===== src/rtl/iew_pkg.sv =====
`default_nettype none
package iew_pkg;
  // Word address widths of the two memory size variants
  localparam int unsigned ADDR_BITS_4K = 9;
  localparam int unsigned ADDR_BITS_8K = 10;

  // Device address byte layout
  localparam logic [3:0] DEV_TYPE_ID = 4'hA;
  localparam int unsigned TYPE_MSB = 7;
  localparam int unsigned TYPE_LSB = 4;
  localparam int unsigned STRAP_HI_BIT = 3;
  localparam int unsigned STRAP_LO_BIT = 2;
  localparam int unsigned UPPER_HI_BIT = 2;
  localparam int unsigned UPPER_LO_BIT = 1;
  localparam int unsigned RW_BIT = 0;

  // Byte framing and page geometry
  localparam int unsigned BYTE_BITS = 8;
  localparam logic [3:0] LAST_DATA_BIT = 4'h7;
  localparam int unsigned PAGE_BITS = 4;
  localparam logic [3:0] PAGE_STEP = 4'h1;

  // Open-drain acknowledge level driven while the enable is high
  localparam logic ACK_LEVEL = 1'b0;

  // Timing
  localparam int unsigned CLK_PERIOD_NS = 40;
  localparam int unsigned PROG_TIME_NS_DEF = 5000000;

  typedef enum logic [5:0] {
    ST_IDLE = 6'h01,
    ST_DEV  = 6'h02,
    ST_WORD = 6'h04,
    ST_DATA = 6'h08,
    ST_READ = 6'h10,
    ST_PROG = 6'h20
  } iew_state_t;
endpackage
`default_nettype wire


===== src/rtl/iew_addr_write.sv =====
// Functional notes
// - Each access opens with Start then an 8-bit device address byte.
// - Address byte bits 7..4 must hold type code 1010 to match.
// - Small variant: bits 3 and 2 compared with high and low straps.
// - Large variant: only bit 3 compared with the high strap.
// - Small variant: address byte bit 1 is word address bit eight.
// - Large variant: address byte bits 2,1 are word address bits nine,eight.
// - Address byte bit 0 high means read, low means write.
// - Acknowledge a matching address byte, otherwise not-acknowledge.
// - Word address byte follows, giving the low eight address bits.
// - Byte write: ack all bytes; Stop launches the programming cycle.
// - During programming all bus inputs are ignored, no response given.
// - One programming cycle stores one to 16 bytes within one row.
// - Page write: up to fifteen more data bytes, each acknowledged.
// - Page programming starts only at the Stop after the last byte.
// - Each data byte increments only the low four address bits.
// - Low address bits wrap to the first byte of the same page.
// - Bytes go MSB first; ninth clock carries acknowledge.
// - Sample data on SCL rise, change driven data on SCL fall.
// - SDA fall with SCL high is Start, SDA rise is Stop.
`timescale 1ns/10ps
`default_nettype none
module iew_addr_write import iew_pkg::*; #(
  parameter int unsigned ADDR_BITS = ADDR_BITS_4K,
  parameter int unsigned PROG_TIME_NS = PROG_TIME_NS_DEF,
  parameter int unsigned PROG_CYCLES = PROG_TIME_NS / CLK_PERIOD_NS
) (
  input wire logic ref_clk,
  input wire logic resetn,
  input wire logic sclIn,
  input wire logic sdaIn,
  input wire logic strapSelectHigh,
  input wire logic strapSelectLow,
  output logic sdaOut,
  output logic sdaOe,
  output logic wrStrobe,
  output logic [BYTE_BITS-1:0] wrData,
  output logic [ADDR_BITS-1:0] wrAddr,
  output logic [ADDR_BITS-1:0] curAddr,
  output logic readReq,
  output logic progStart,
  output logic progBusy
);
  // **********************************************************************
  // Constants and helpers
  // **********************************************************************
  localparam bit WIDE = (ADDR_BITS == ADDR_BITS_8K);
  localparam int unsigned UB = ADDR_BITS - BYTE_BITS;
  localparam int unsigned CW = $clog2(PROG_CYCLES + 1);
  localparam logic [CW-1:0] PROG_LOAD = CW'(PROG_CYCLES - 1);

  // Type code and strap comparison of a device address byte
  function automatic logic devMatch(input logic [7:0] b, input logic hi,
                                    input logic lo);
    logic typeOk;
    typeOk = (b[TYPE_MSB:TYPE_LSB] == DEV_TYPE_ID);
    devMatch = typeOk && (b[STRAP_HI_BIT] == hi)
               && (WIDE || (b[STRAP_LO_BIT] == lo));
  endfunction

  // **********************************************************************
  // Pin synchronisers
  // **********************************************************************
  logic sclLvl, sclRise, sclFall;
  logic sdaLvl, sdaRise, sdaFall;
  logic strapHi, strapLo;

  iew_pin_sync uSclSync (
    .ref_clk(ref_clk),
    .resetn(resetn),
    .pinIn(sclIn),
    .level(sclLvl),
    .rise(sclRise),
    .fall(sclFall)
  );

  iew_pin_sync uSdaSync (
    .ref_clk(ref_clk),
    .resetn(resetn),
    .pinIn(sdaIn),
    .level(sdaLvl),
    .rise(sdaRise),
    .fall(sdaFall)
  );

  // Straps are static in practice but still arrive from pins
  iew_pin_sync uStrapHiSync (
    .ref_clk(ref_clk),
    .resetn(resetn),
    .pinIn(strapSelectHigh),
    .level(strapHi),
    .rise(),
    .fall()
  );

  iew_pin_sync uStrapLoSync (
    .ref_clk(ref_clk),
    .resetn(resetn),
    .pinIn(strapSelectLow),
    .level(strapLo),
    .rise(),
    .fall()
  );

  // **********************************************************************
  // Bus condition decode
  // **********************************************************************
  iew_state_t stateQ;
  logic [3:0] bitCntQ;
  logic [7:0] shiftQ;
  logic byteDoneQ;
  logic ackPhaseQ;
  logic dataSeenQ;
  logic [CW-1:0] progCntQ;
  logic [ADDR_BITS-1:0] addrQ;
  logic sdaOeQ, sdaOutQ, wrStrobeQ;
  logic [7:0] wrDataQ;
  logic [ADDR_BITS-1:0] wrAddrQ;
  logic readReqQ, progStartQ, progBusyQ;

  logic startDet;
  logic stopDet;
  logic busy;
  logic active;
  logic byteEnd;
  logic ackEnd;
  logic matchNow;
  logic ackNow;
  logic launch;
  logic [1:0] upperSel;

  // SCL must already be high, so a data edge near SCL rise is not taken
  assign startDet = sdaFall && sclLvl && !sclRise;
  assign stopDet = sdaRise && sclLvl && !sclRise;
  assign busy = (stateQ == ST_PROG);
  assign active = (stateQ == ST_DEV) || (stateQ == ST_WORD)
                  || (stateQ == ST_DATA);
  // Bytes are judged on the fall that ends the eighth clock
  assign byteEnd = sclFall && byteDoneQ && !busy;
  assign ackEnd = sclFall && ackPhaseQ && !byteDoneQ && !busy;
  assign matchNow = devMatch(shiftQ, strapHi, strapLo);
  assign ackNow = (stateQ == ST_DEV) ? matchNow :
                  ((stateQ == ST_WORD) || (stateQ == ST_DATA));
  assign launch = stopDet && !busy && (stateQ == ST_DATA)
                  && dataSeenQ;
  assign upperSel = WIDE ? shiftQ[UPPER_HI_BIT:UPPER_LO_BIT]
                         : {1'b0, shiftQ[UPPER_LO_BIT]};

  // **********************************************************************
  // Transaction state
  // **********************************************************************
  always_ff @(posedge ref_clk or negedge resetn) begin
    if (!resetn) begin
      stateQ <= ST_IDLE;
    end else if (busy) begin
      // Start and Stop are deliberately ignored while programming
      if (progCntQ == '0) begin
        stateQ <= ST_IDLE;
      end
    end else if (startDet) begin
      stateQ <= ST_DEV;
    end else if (stopDet) begin
      stateQ <= launch ? ST_PROG : ST_IDLE;
    end else if (byteEnd) begin
      unique case (stateQ)
        ST_DEV: begin
          if (!matchNow) begin
            stateQ <= ST_IDLE;
          end else if (shiftQ[RW_BIT]) begin
            stateQ <= ST_READ;
          end else begin
            stateQ <= ST_WORD;
          end
        end
        ST_WORD: stateQ <= ST_DATA;
        ST_IDLE, ST_DATA, ST_READ, ST_PROG: stateQ <= stateQ;
      endcase
    end
  end

  // **********************************************************************
  // Bit and byte framing
  // **********************************************************************
  always_ff @(posedge ref_clk or negedge resetn) begin
    if (!resetn) begin
      bitCntQ <= '0;
      shiftQ <= '0;
      byteDoneQ <= 1'b0;
      ackPhaseQ <= 1'b0;
    end else if (startDet || stopDet || busy) begin
      bitCntQ <= '0;
      byteDoneQ <= 1'b0;
      ackPhaseQ <= 1'b0;
    end else if (sclRise && active && !ackPhaseQ && !byteDoneQ) begin
      shiftQ <= {shiftQ[6:0], sdaLvl};
      bitCntQ <= bitCntQ + 4'h1;
      byteDoneQ <= (bitCntQ == LAST_DATA_BIT);
    end else if (byteEnd) begin
      byteDoneQ <= 1'b0;
      ackPhaseQ <= 1'b1;
    end else if (ackEnd) begin
      ackPhaseQ <= 1'b0;
      bitCntQ <= '0;
    end
  end

  // **********************************************************************
  // Acknowledge driver
  // **********************************************************************
  // Driven only from falls, so SDA never moves while SCL is high
  always_ff @(posedge ref_clk or negedge resetn) begin
    if (!resetn) begin
      sdaOeQ <= 1'b0;
    end else if (startDet || stopDet || busy) begin
      sdaOeQ <= 1'b0;
    end else if (byteEnd) begin
      sdaOeQ <= ackNow;
    end else if (ackEnd) begin
      sdaOeQ <= 1'b0;
    end
  end

  always_ff @(posedge ref_clk or negedge resetn) begin
    if (!resetn) begin
      sdaOutQ <= ACK_LEVEL;
    end else begin
      sdaOutQ <= ACK_LEVEL;
    end
  end

  // **********************************************************************
  // Word address counter and data path
  // **********************************************************************
  always_ff @(posedge ref_clk or negedge resetn) begin
    if (!resetn) begin
      addrQ <= '0;
    end else if (byteEnd) begin
      if ((stateQ == ST_DEV) && matchNow && !shiftQ[RW_BIT]) begin
        addrQ[ADDR_BITS-1:BYTE_BITS] <= upperSel[UB-1:0];
      end else if (stateQ == ST_WORD) begin
        addrQ[BYTE_BITS-1:0] <= shiftQ;
      end else if (stateQ == ST_DATA) begin
        // Row bits held, low nibble wraps inside the page
        addrQ[PAGE_BITS-1:0] <= addrQ[PAGE_BITS-1:0] + PAGE_STEP;
      end
    end
  end

  always_ff @(posedge ref_clk or negedge resetn) begin
    if (!resetn) begin
      wrStrobeQ <= 1'b0;
      wrDataQ <= '0;
      wrAddrQ <= '0;
    end else begin
      wrStrobeQ <= byteEnd && (stateQ == ST_DATA);
      if (byteEnd && (stateQ == ST_DATA)) begin
        wrDataQ <= shiftQ;
        wrAddrQ <= addrQ;
      end
    end
  end

  always_ff @(posedge ref_clk or negedge resetn) begin
    if (!resetn) begin
      dataSeenQ <= 1'b0;
    end else if (startDet && !busy) begin
      dataSeenQ <= 1'b0;
    end else if (byteEnd && (stateQ == ST_DATA)) begin
      dataSeenQ <= 1'b1;
    end
  end

  always_ff @(posedge ref_clk or negedge resetn) begin
    if (!resetn) begin
      readReqQ <= 1'b0;
    end else begin
      readReqQ <= byteEnd && (stateQ == ST_DEV) && matchNow
                  && shiftQ[RW_BIT];
    end
  end

  // **********************************************************************
  // Self-timed programming cycle
  // **********************************************************************
  always_ff @(posedge ref_clk or negedge resetn) begin
    if (!resetn) begin
      progCntQ <= '0;
      progStartQ <= 1'b0;
      progBusyQ <= 1'b0;
    end else begin
      progStartQ <= launch;
      if (launch) begin
        progCntQ <= PROG_LOAD;
        progBusyQ <= 1'b1;
      end else if (busy) begin
        if (progCntQ == '0) begin
          progBusyQ <= 1'b0;
        end else begin
          progCntQ <= progCntQ - CW'(1);
        end
      end
    end
  end

  assign sdaOut = sdaOutQ;
  assign sdaOe = sdaOeQ;
  assign wrStrobe = wrStrobeQ;
  assign wrData = wrDataQ;
  assign wrAddr = wrAddrQ;
  assign curAddr = addrQ;
  assign readReq = readReqQ;
  assign progStart = progStartQ;
  assign progBusy = progBusyQ;

  // **********************************************************************
  // Assertions
  // **********************************************************************
  a_nack_mismatch: assert property (@(posedge ref_clk) disable iff (!resetn)
    (byteEnd && (stateQ == ST_DEV) && !matchNow) |=> !sdaOeQ)
    else $error("address mismatch was acknowledged");

  a_ack_match: assert property (@(posedge ref_clk) disable iff (!resetn)
    (byteEnd && (stateQ == ST_DEV) && matchNow) |=> sdaOeQ)
    else $error("matching address not acknowledged");

  a_oe_on_fall: assert property (@(posedge ref_clk) disable iff (!resetn)
    $rose(sdaOeQ) |-> $past(sclFall) && !sclLvl)
    else $error("acknowledge driven outside SCL low");

  a_quiet_prog: assert property (@(posedge ref_clk) disable iff (!resetn)
    busy |=> !sdaOeQ && !wrStrobeQ && !readReqQ)
    else $error("bus answered while programming");

  a_prog_at_stop: assert property (@(posedge ref_clk) disable iff (!resetn)
    progStartQ |-> $past(stopDet) && progBusyQ && busy)
    else $error("programming started without Stop");

  a_row_kept: assert property (@(posedge ref_clk) disable iff (!resetn)
    wrStrobeQ |-> (addrQ[ADDR_BITS-1:PAGE_BITS]
                   == wrAddrQ[ADDR_BITS-1:PAGE_BITS]))
    else $error("page row changed by data byte");

  a_page_wrap: assert property (@(posedge ref_clk) disable iff (!resetn)
    wrStrobeQ |-> (addrQ[PAGE_BITS-1:0]
                   == wrAddrQ[PAGE_BITS-1:0] + PAGE_STEP))
    else $error("low address bits did not step by one");

  a_read_dir: assert property (@(posedge ref_clk) disable iff (!resetn)
    readReqQ |-> $past(shiftQ[RW_BIT]) && (stateQ == ST_READ))
    else $error("read selected with direction bit low");

  a_word_low: assert property (@(posedge ref_clk) disable iff (!resetn)
    (byteEnd && (stateQ == ST_WORD)) |=> (stateQ == ST_DATA)
      && (addrQ[BYTE_BITS-1:0] == $past(shiftQ)))
    else $error("word address byte not loaded");

  a_busy_ends: assert property (@(posedge ref_clk) disable iff (!resetn)
    $fell(progBusyQ) |-> $past(progCntQ) == '0)
    else $error("programming ended before its count");
endmodule
`default_nettype wire


===== src/rtl/iew_pin_sync.sv =====
`timescale 1ns/10ps
`default_nettype none
module iew_pin_sync (
  input wire logic ref_clk,
  input wire logic resetn,
  input wire logic pinIn,
  output logic level,
  output logic rise,
  output logic fall
);
  logic meta_q;
  logic sync_q;
  logic prev_q;

  // Idle bus level is high, so the chain resets high
  always_ff @(posedge ref_clk or negedge resetn) begin
    if (!resetn) begin
      meta_q <= 1'b1;
      sync_q <= 1'b1;
      prev_q <= 1'b1;
    end else begin
      meta_q <= pinIn;
      sync_q <= meta_q;
      prev_q <= sync_q;
    end
  end

  assign level = sync_q;
  assign rise = sync_q & ~prev_q;
  assign fall = ~sync_q & prev_q;
endmodule
`default_nettype wire


===== config.mk =====
export PLATFORM = sky130hd
export DESIGN_NAME = iew_addr_write
export DESIGN_NICKNAME = d
export VERILOG_FILES = /design/src/rtl/iew_pkg.sv /design/src/rtl/iew_addr_write.sv /design/src/rtl/iew_pin_sync.sv
export SDC_FILE = /design/constraint.sdc
export NUM_CORES = 1
export LEC_CHECK = 0
export ABC_AREA = 1
export ABC_CLOCK_PERIOD_IN_PS = 2400
export CORE_MARGIN = 5
export CORE_UTILIZATION = 55
export CTS_CLUSTER_SIZE = 10
export DETAILED_ROUTE_END_ITERATION = 8
export DONT_BUFFER_PORTS = 1
export GPL_ROUTABILITY_DRIVEN = 0
export PLACE_DENSITY = 0.68
export SKIP_CTS_REPAIR_TIMING = 1
export SYNTH_ARGS = -nofsm -noshare
export SYNTH_HDL_FRONTEND = slang
export SYNTH_SLANG_ARGS = --single-unit

===== constraint.sdc =====
create_clock -name ref_clk -period 2.4 [get_ports ref_clk]
set_input_delay 0 -clock ref_clk [delete_from_list [all_inputs] [get_ports ref_clk]]
set_output_delay 0 -clock ref_clk [all_outputs]
set_load 0.02 [all_outputs]

==> results.md <==
Outcome:
- The run finished with clean final reports.

Layout:
- The area growth from synthesis to layout is 7.906%.
- The share of cells above drive strength 1 is 12.79%.
- The final net count is about 480.
- The sequential cells in the finished layout cover a total of 1991 um2.
- Fill cells in the final layout number 630.
- 0 antenna diodes ended up in the layout.
- Summing all multi-input logic gate instances after layout gives 1679 um2.

Detailed routing:
- The detailed-route vias per instance is 5.290.
- In this run the remaining antenna-violating nets after routing total 0.
- After the first detailed-routing iteration, the DRC count stood at 138.
- The number of vias in the routed layout is 3047.
- The total length of routed wires is 7.990 mm.
- The count of unresolved DRC violations after routing is 0.
- In the final routed layout, each cell accounts on average for 13.87 um.
- The first TritonRoute pass finished after 5 iterations.

Setup path:
- By instance count, the cell type seen most on the critical path is nand2_1.
- The largest single stage delay on the critical path is 0.54 ns.
- STA classifies the critical path startpoint as a register.
- The setup path with the least slack is of type reg2reg.
- The critical-path maximum fanout is 30.
- Traced cell by cell, the critical path runs through inv_1 -> nor2_1 -> nand2_1 -> inv_1 -> nand2_4 -> inv_4 -> nand2_2 -> inv_2 -> nand2_1 -> nand2_1.
- The data arrival time of the worst path is 2.12 ns.
- STA puts the critical path data required time at ~2.7 ns.
- The sort of element at the end of the critical path is a register.
- The cell with the largest stage delay on the worst path is dfstp_2.

CTS:
- The clock insertion delay at the later pin of the skew report is roughly 0.36 ns.
- The number of clock sinks is about 80.
- The H-tree generated during clock tree synthesis spans 3 levels.
- TritonCTS built the clock tree.
- Clock-pin slew was measured on the worst setup and hold paths at 0.09 ns.
- The number of buffers on the longest clock path is 2.
- Clock tree synthesis inserted a total of 9 buffers.
- The clock root buffer master is clkbuf_8.

STA:
- At the pin with the least slew margin, the transition time is about 0.50 ns.
- Setup repair after global routing left no endpoint under its margin.
- The number of pins exceeding their max-slew limit in the final report came to 0.
- Timing would allow up to 548.0 MHz.
- The worst hold-check slack is 0.1726 ns.
- The worst pin sits at a relative slew slack of between 60% and 70%.
- Dividing the final minimum period by the clock period gives roughly 76%.
- The final critical path time including I/O delays and setup is approximately 1.8 ns.
- The final-layout setup total negative slack is 0 ns.
- The number of endpoints with negative hold slack in the final report is 0.
- The clock arrives with 0.01153 ns of skew.
- Setup violations remaining at the end of the flow were counted as 0.

Logic synthesis:
- For this run, the leading register cell type out of synthesis is dfrtp_1.
- The mapped netlist covers 3956 um2.
- In this run, synthesis produced a sequential element count of 79.
- For this run, the register share of the synthesized area comes to approximately half.
- Synthesis produced a netlist whose cell count is 465.
- The fraction of post-synthesis cell area in the top cell type by area is 43.01%.
- By area the synthesized netlist is led by dfrtp_1 (43%), nand2_1 (13%), dfstp_2 (7.3%), nand3_1 (5.4%), nor2_1 (4.2%).
- The number of nets produced by synthesis is 475.
- In this run, synthesis inferred 0 flip-flops with an integrated enable.
- Summed over all instances, the cell type with the most area after synthesis is dfrtp_1.
- The commonest cells after synthesis are nand2_1 (139), dfrtp_1 (68), nor2_1 (44), nand3_1 (43), inv_1 (42).
- In the synthesized netlist the async set-or-reset flop fraction comes to 100.0%.
- The count of cell types in the netlist is 36.
- The most frequently used cell type in the post-synthesis netlist is nand2_1.
- Dividing the synthesized area by the synthesized cell count gives 8.508 um2.
- The number of warnings reported in the yosys synthesis log is 0.

Pwr:
- The sequential group share of total power is between 50% and 60%.
- The design internal power is 1961 uW.
- Across the VDD grid, the largest voltage drop is 320.0 uV.
- The total net switching power is 695.4 uW.
- The total power divided by cell area is between 600 and 700 nW/um2.
- The clock power share is between 30% and 40%.
- Summed over all cells, the static leakage comes to 0.002200 uW.
- Of the total power, the share spent switching nets is between 20% and 30%.
- Combinational logic burns 7.2% of the power.

Global route:
- The initial antenna violation count is 0.
- Summed over all layers, the global routing overflow is 0.
- The first global-routing pass estimated 13.88 mm of wire.
- Entering global routing, the biggest net connects 80 pins.
- The number of global-route vias before repair is 2935.
- The global-route usage over all layers is 19.90%.

Floorplanning:
- The width of the die is ~95 um.
- The die span in y is 94.82 um.
- In this run the core area contains 31 standard-cell rows.
- After floorplanning, the core was sized to cover 7137 um2.
- The die covers 8990 um2.
- Pin placement for this block handled 38 I/O pins.
- The starting density of the core is approximately 55%.

Job:
- The max-capacitance violation count is 0.

Placement:
- The HPWL after detailed placement is 5.508 mm.
- The count of buffers inserted at the top-level ports is 0.

Min path:
- The tightest min-delay check is of the in2reg type.
==> per-layer routing <==
| metal | wire length, um | up-vias | track usage [%] |
|---|---|---|---|
| met2 | 3718 | 89 | 31.24 |
| met4 | 127 | 0 | 7.212 |
| li1 | - | 1504 | - |
| met3 | 553 | 13 | 5.339 |
| met5 | 0 | - | 0 |
| met1 | 3591 | 1441 | 26.49 |
==> cells in the final DEF, fill, tap and decap left out, types with 4 or more instances in the layout <==
master and count:
dfrtp_1 68, o21ai_0 29, xor2_1 7, nand4_1 10, nand2_1 139, nor3_1 5
inv_1 42, dfstp_2 11, o21ai_2 4, clkbuf_8 10, ha_1 4, inv_2 4
nor2_1 44, dlygate4sd3_1 5, nand3_1 43, nand3b_1 4, o21ai_1 6, nor2_4 8
==> per-stage QoR <==
step | setup WS, ns | power [uW] | utilization (%) | cells | instance area [um2]
5_1_grt | 0.4406 | 2776 | 59.82 | 576 | 4269
4_1_cts | 0.5875 | 2635 | 58.73 | 570 | 4192
3_3_place_gp | 0.6673 | 1610 | 55.86 | 554 | 3986
6_report | 0.5752 | 2657 | 59.82 | 576 | 4269
3_5_place_dp | 0.6039 | 1613 | 55.86 | 554 | 3986
2_1_floorplan | 0.9202 | 1577 | - | 465 | 3956
==> sequential cells by signal (all words and copies together), names as in the netlist, 4 cells and up <==
name / count
stateQ: 6
shiftQ: 8
bitCntQ: 4
wrData: 8
progCntQ: 17
wrAddr: 9
curAddr: 9
==> cells by family after synthesis <==
family,after synthesis,synth area share (%)
fa+ha+maj,4,1.265
flops,79,50.32
other cells,1,0.09479
buf+inv,59,7.242
simple gates,266,32.13
compound gates,47,6.958
xor+xnor,9,1.993
==> final timing paths <==
path	startpoint	depth (start not counted)	slack (ns)	endpoint
worst max-delay path	uSclSync.prev_q$_DFF_PN1_	10	0.58	wrAddr[5]$_DFFE_PN0P_
worst min-delay path	sclIn	1	0.17	uSclSync.meta_q$_DFF_PN1_
worst max register to register	uSclSync.prev_q$_DFF_PN1_	10	0.58	wrAddr[5]$_DFFE_PN0P_
worst min register to register	uSdaSync.meta_q$_DFF_PN1_	0	0.36	uSdaSync.level$_DFF_PN1_
max in group asynchronous	resetn	2	1.83	uSdaSync.prev_q$_DFF_PN1_
min in group asynchronous	resetn	2	0.21	shiftQ[6]$_DFFE_PN0P_
==> layout make-up <==
class	instances	share of cell area, %
Inverter	48	4.338
Clock buffer	10	3.224
Tap cell	99	2.902
Clock inverter	6	1.583
Sequential cell	79	46.63
Timing Repair Buffer	7	1.993
Multi-Input combinational cell	327	39.33
==> worst max-delay path: cells and delay by family (launching register included) <==
kind / cells / cell delay [ns]
buffers and inverters: 4 / 0.49
flip-flops: 1 / 0.54
AND/OR/NAND/NOR: 6 / 0.73
==> power by group through the flow <==
stage               Clock (uW)  Combinational (uW)  Sequential, uW
global route              1110                 221            1440
global placement             0                 152            1460
finish                    1030                 190            1430
floorplan                    0                 126            1450
CTS                       1050                 155            1430
detailed placement           0                 154            1460
(Power assumes the default switching activity.)
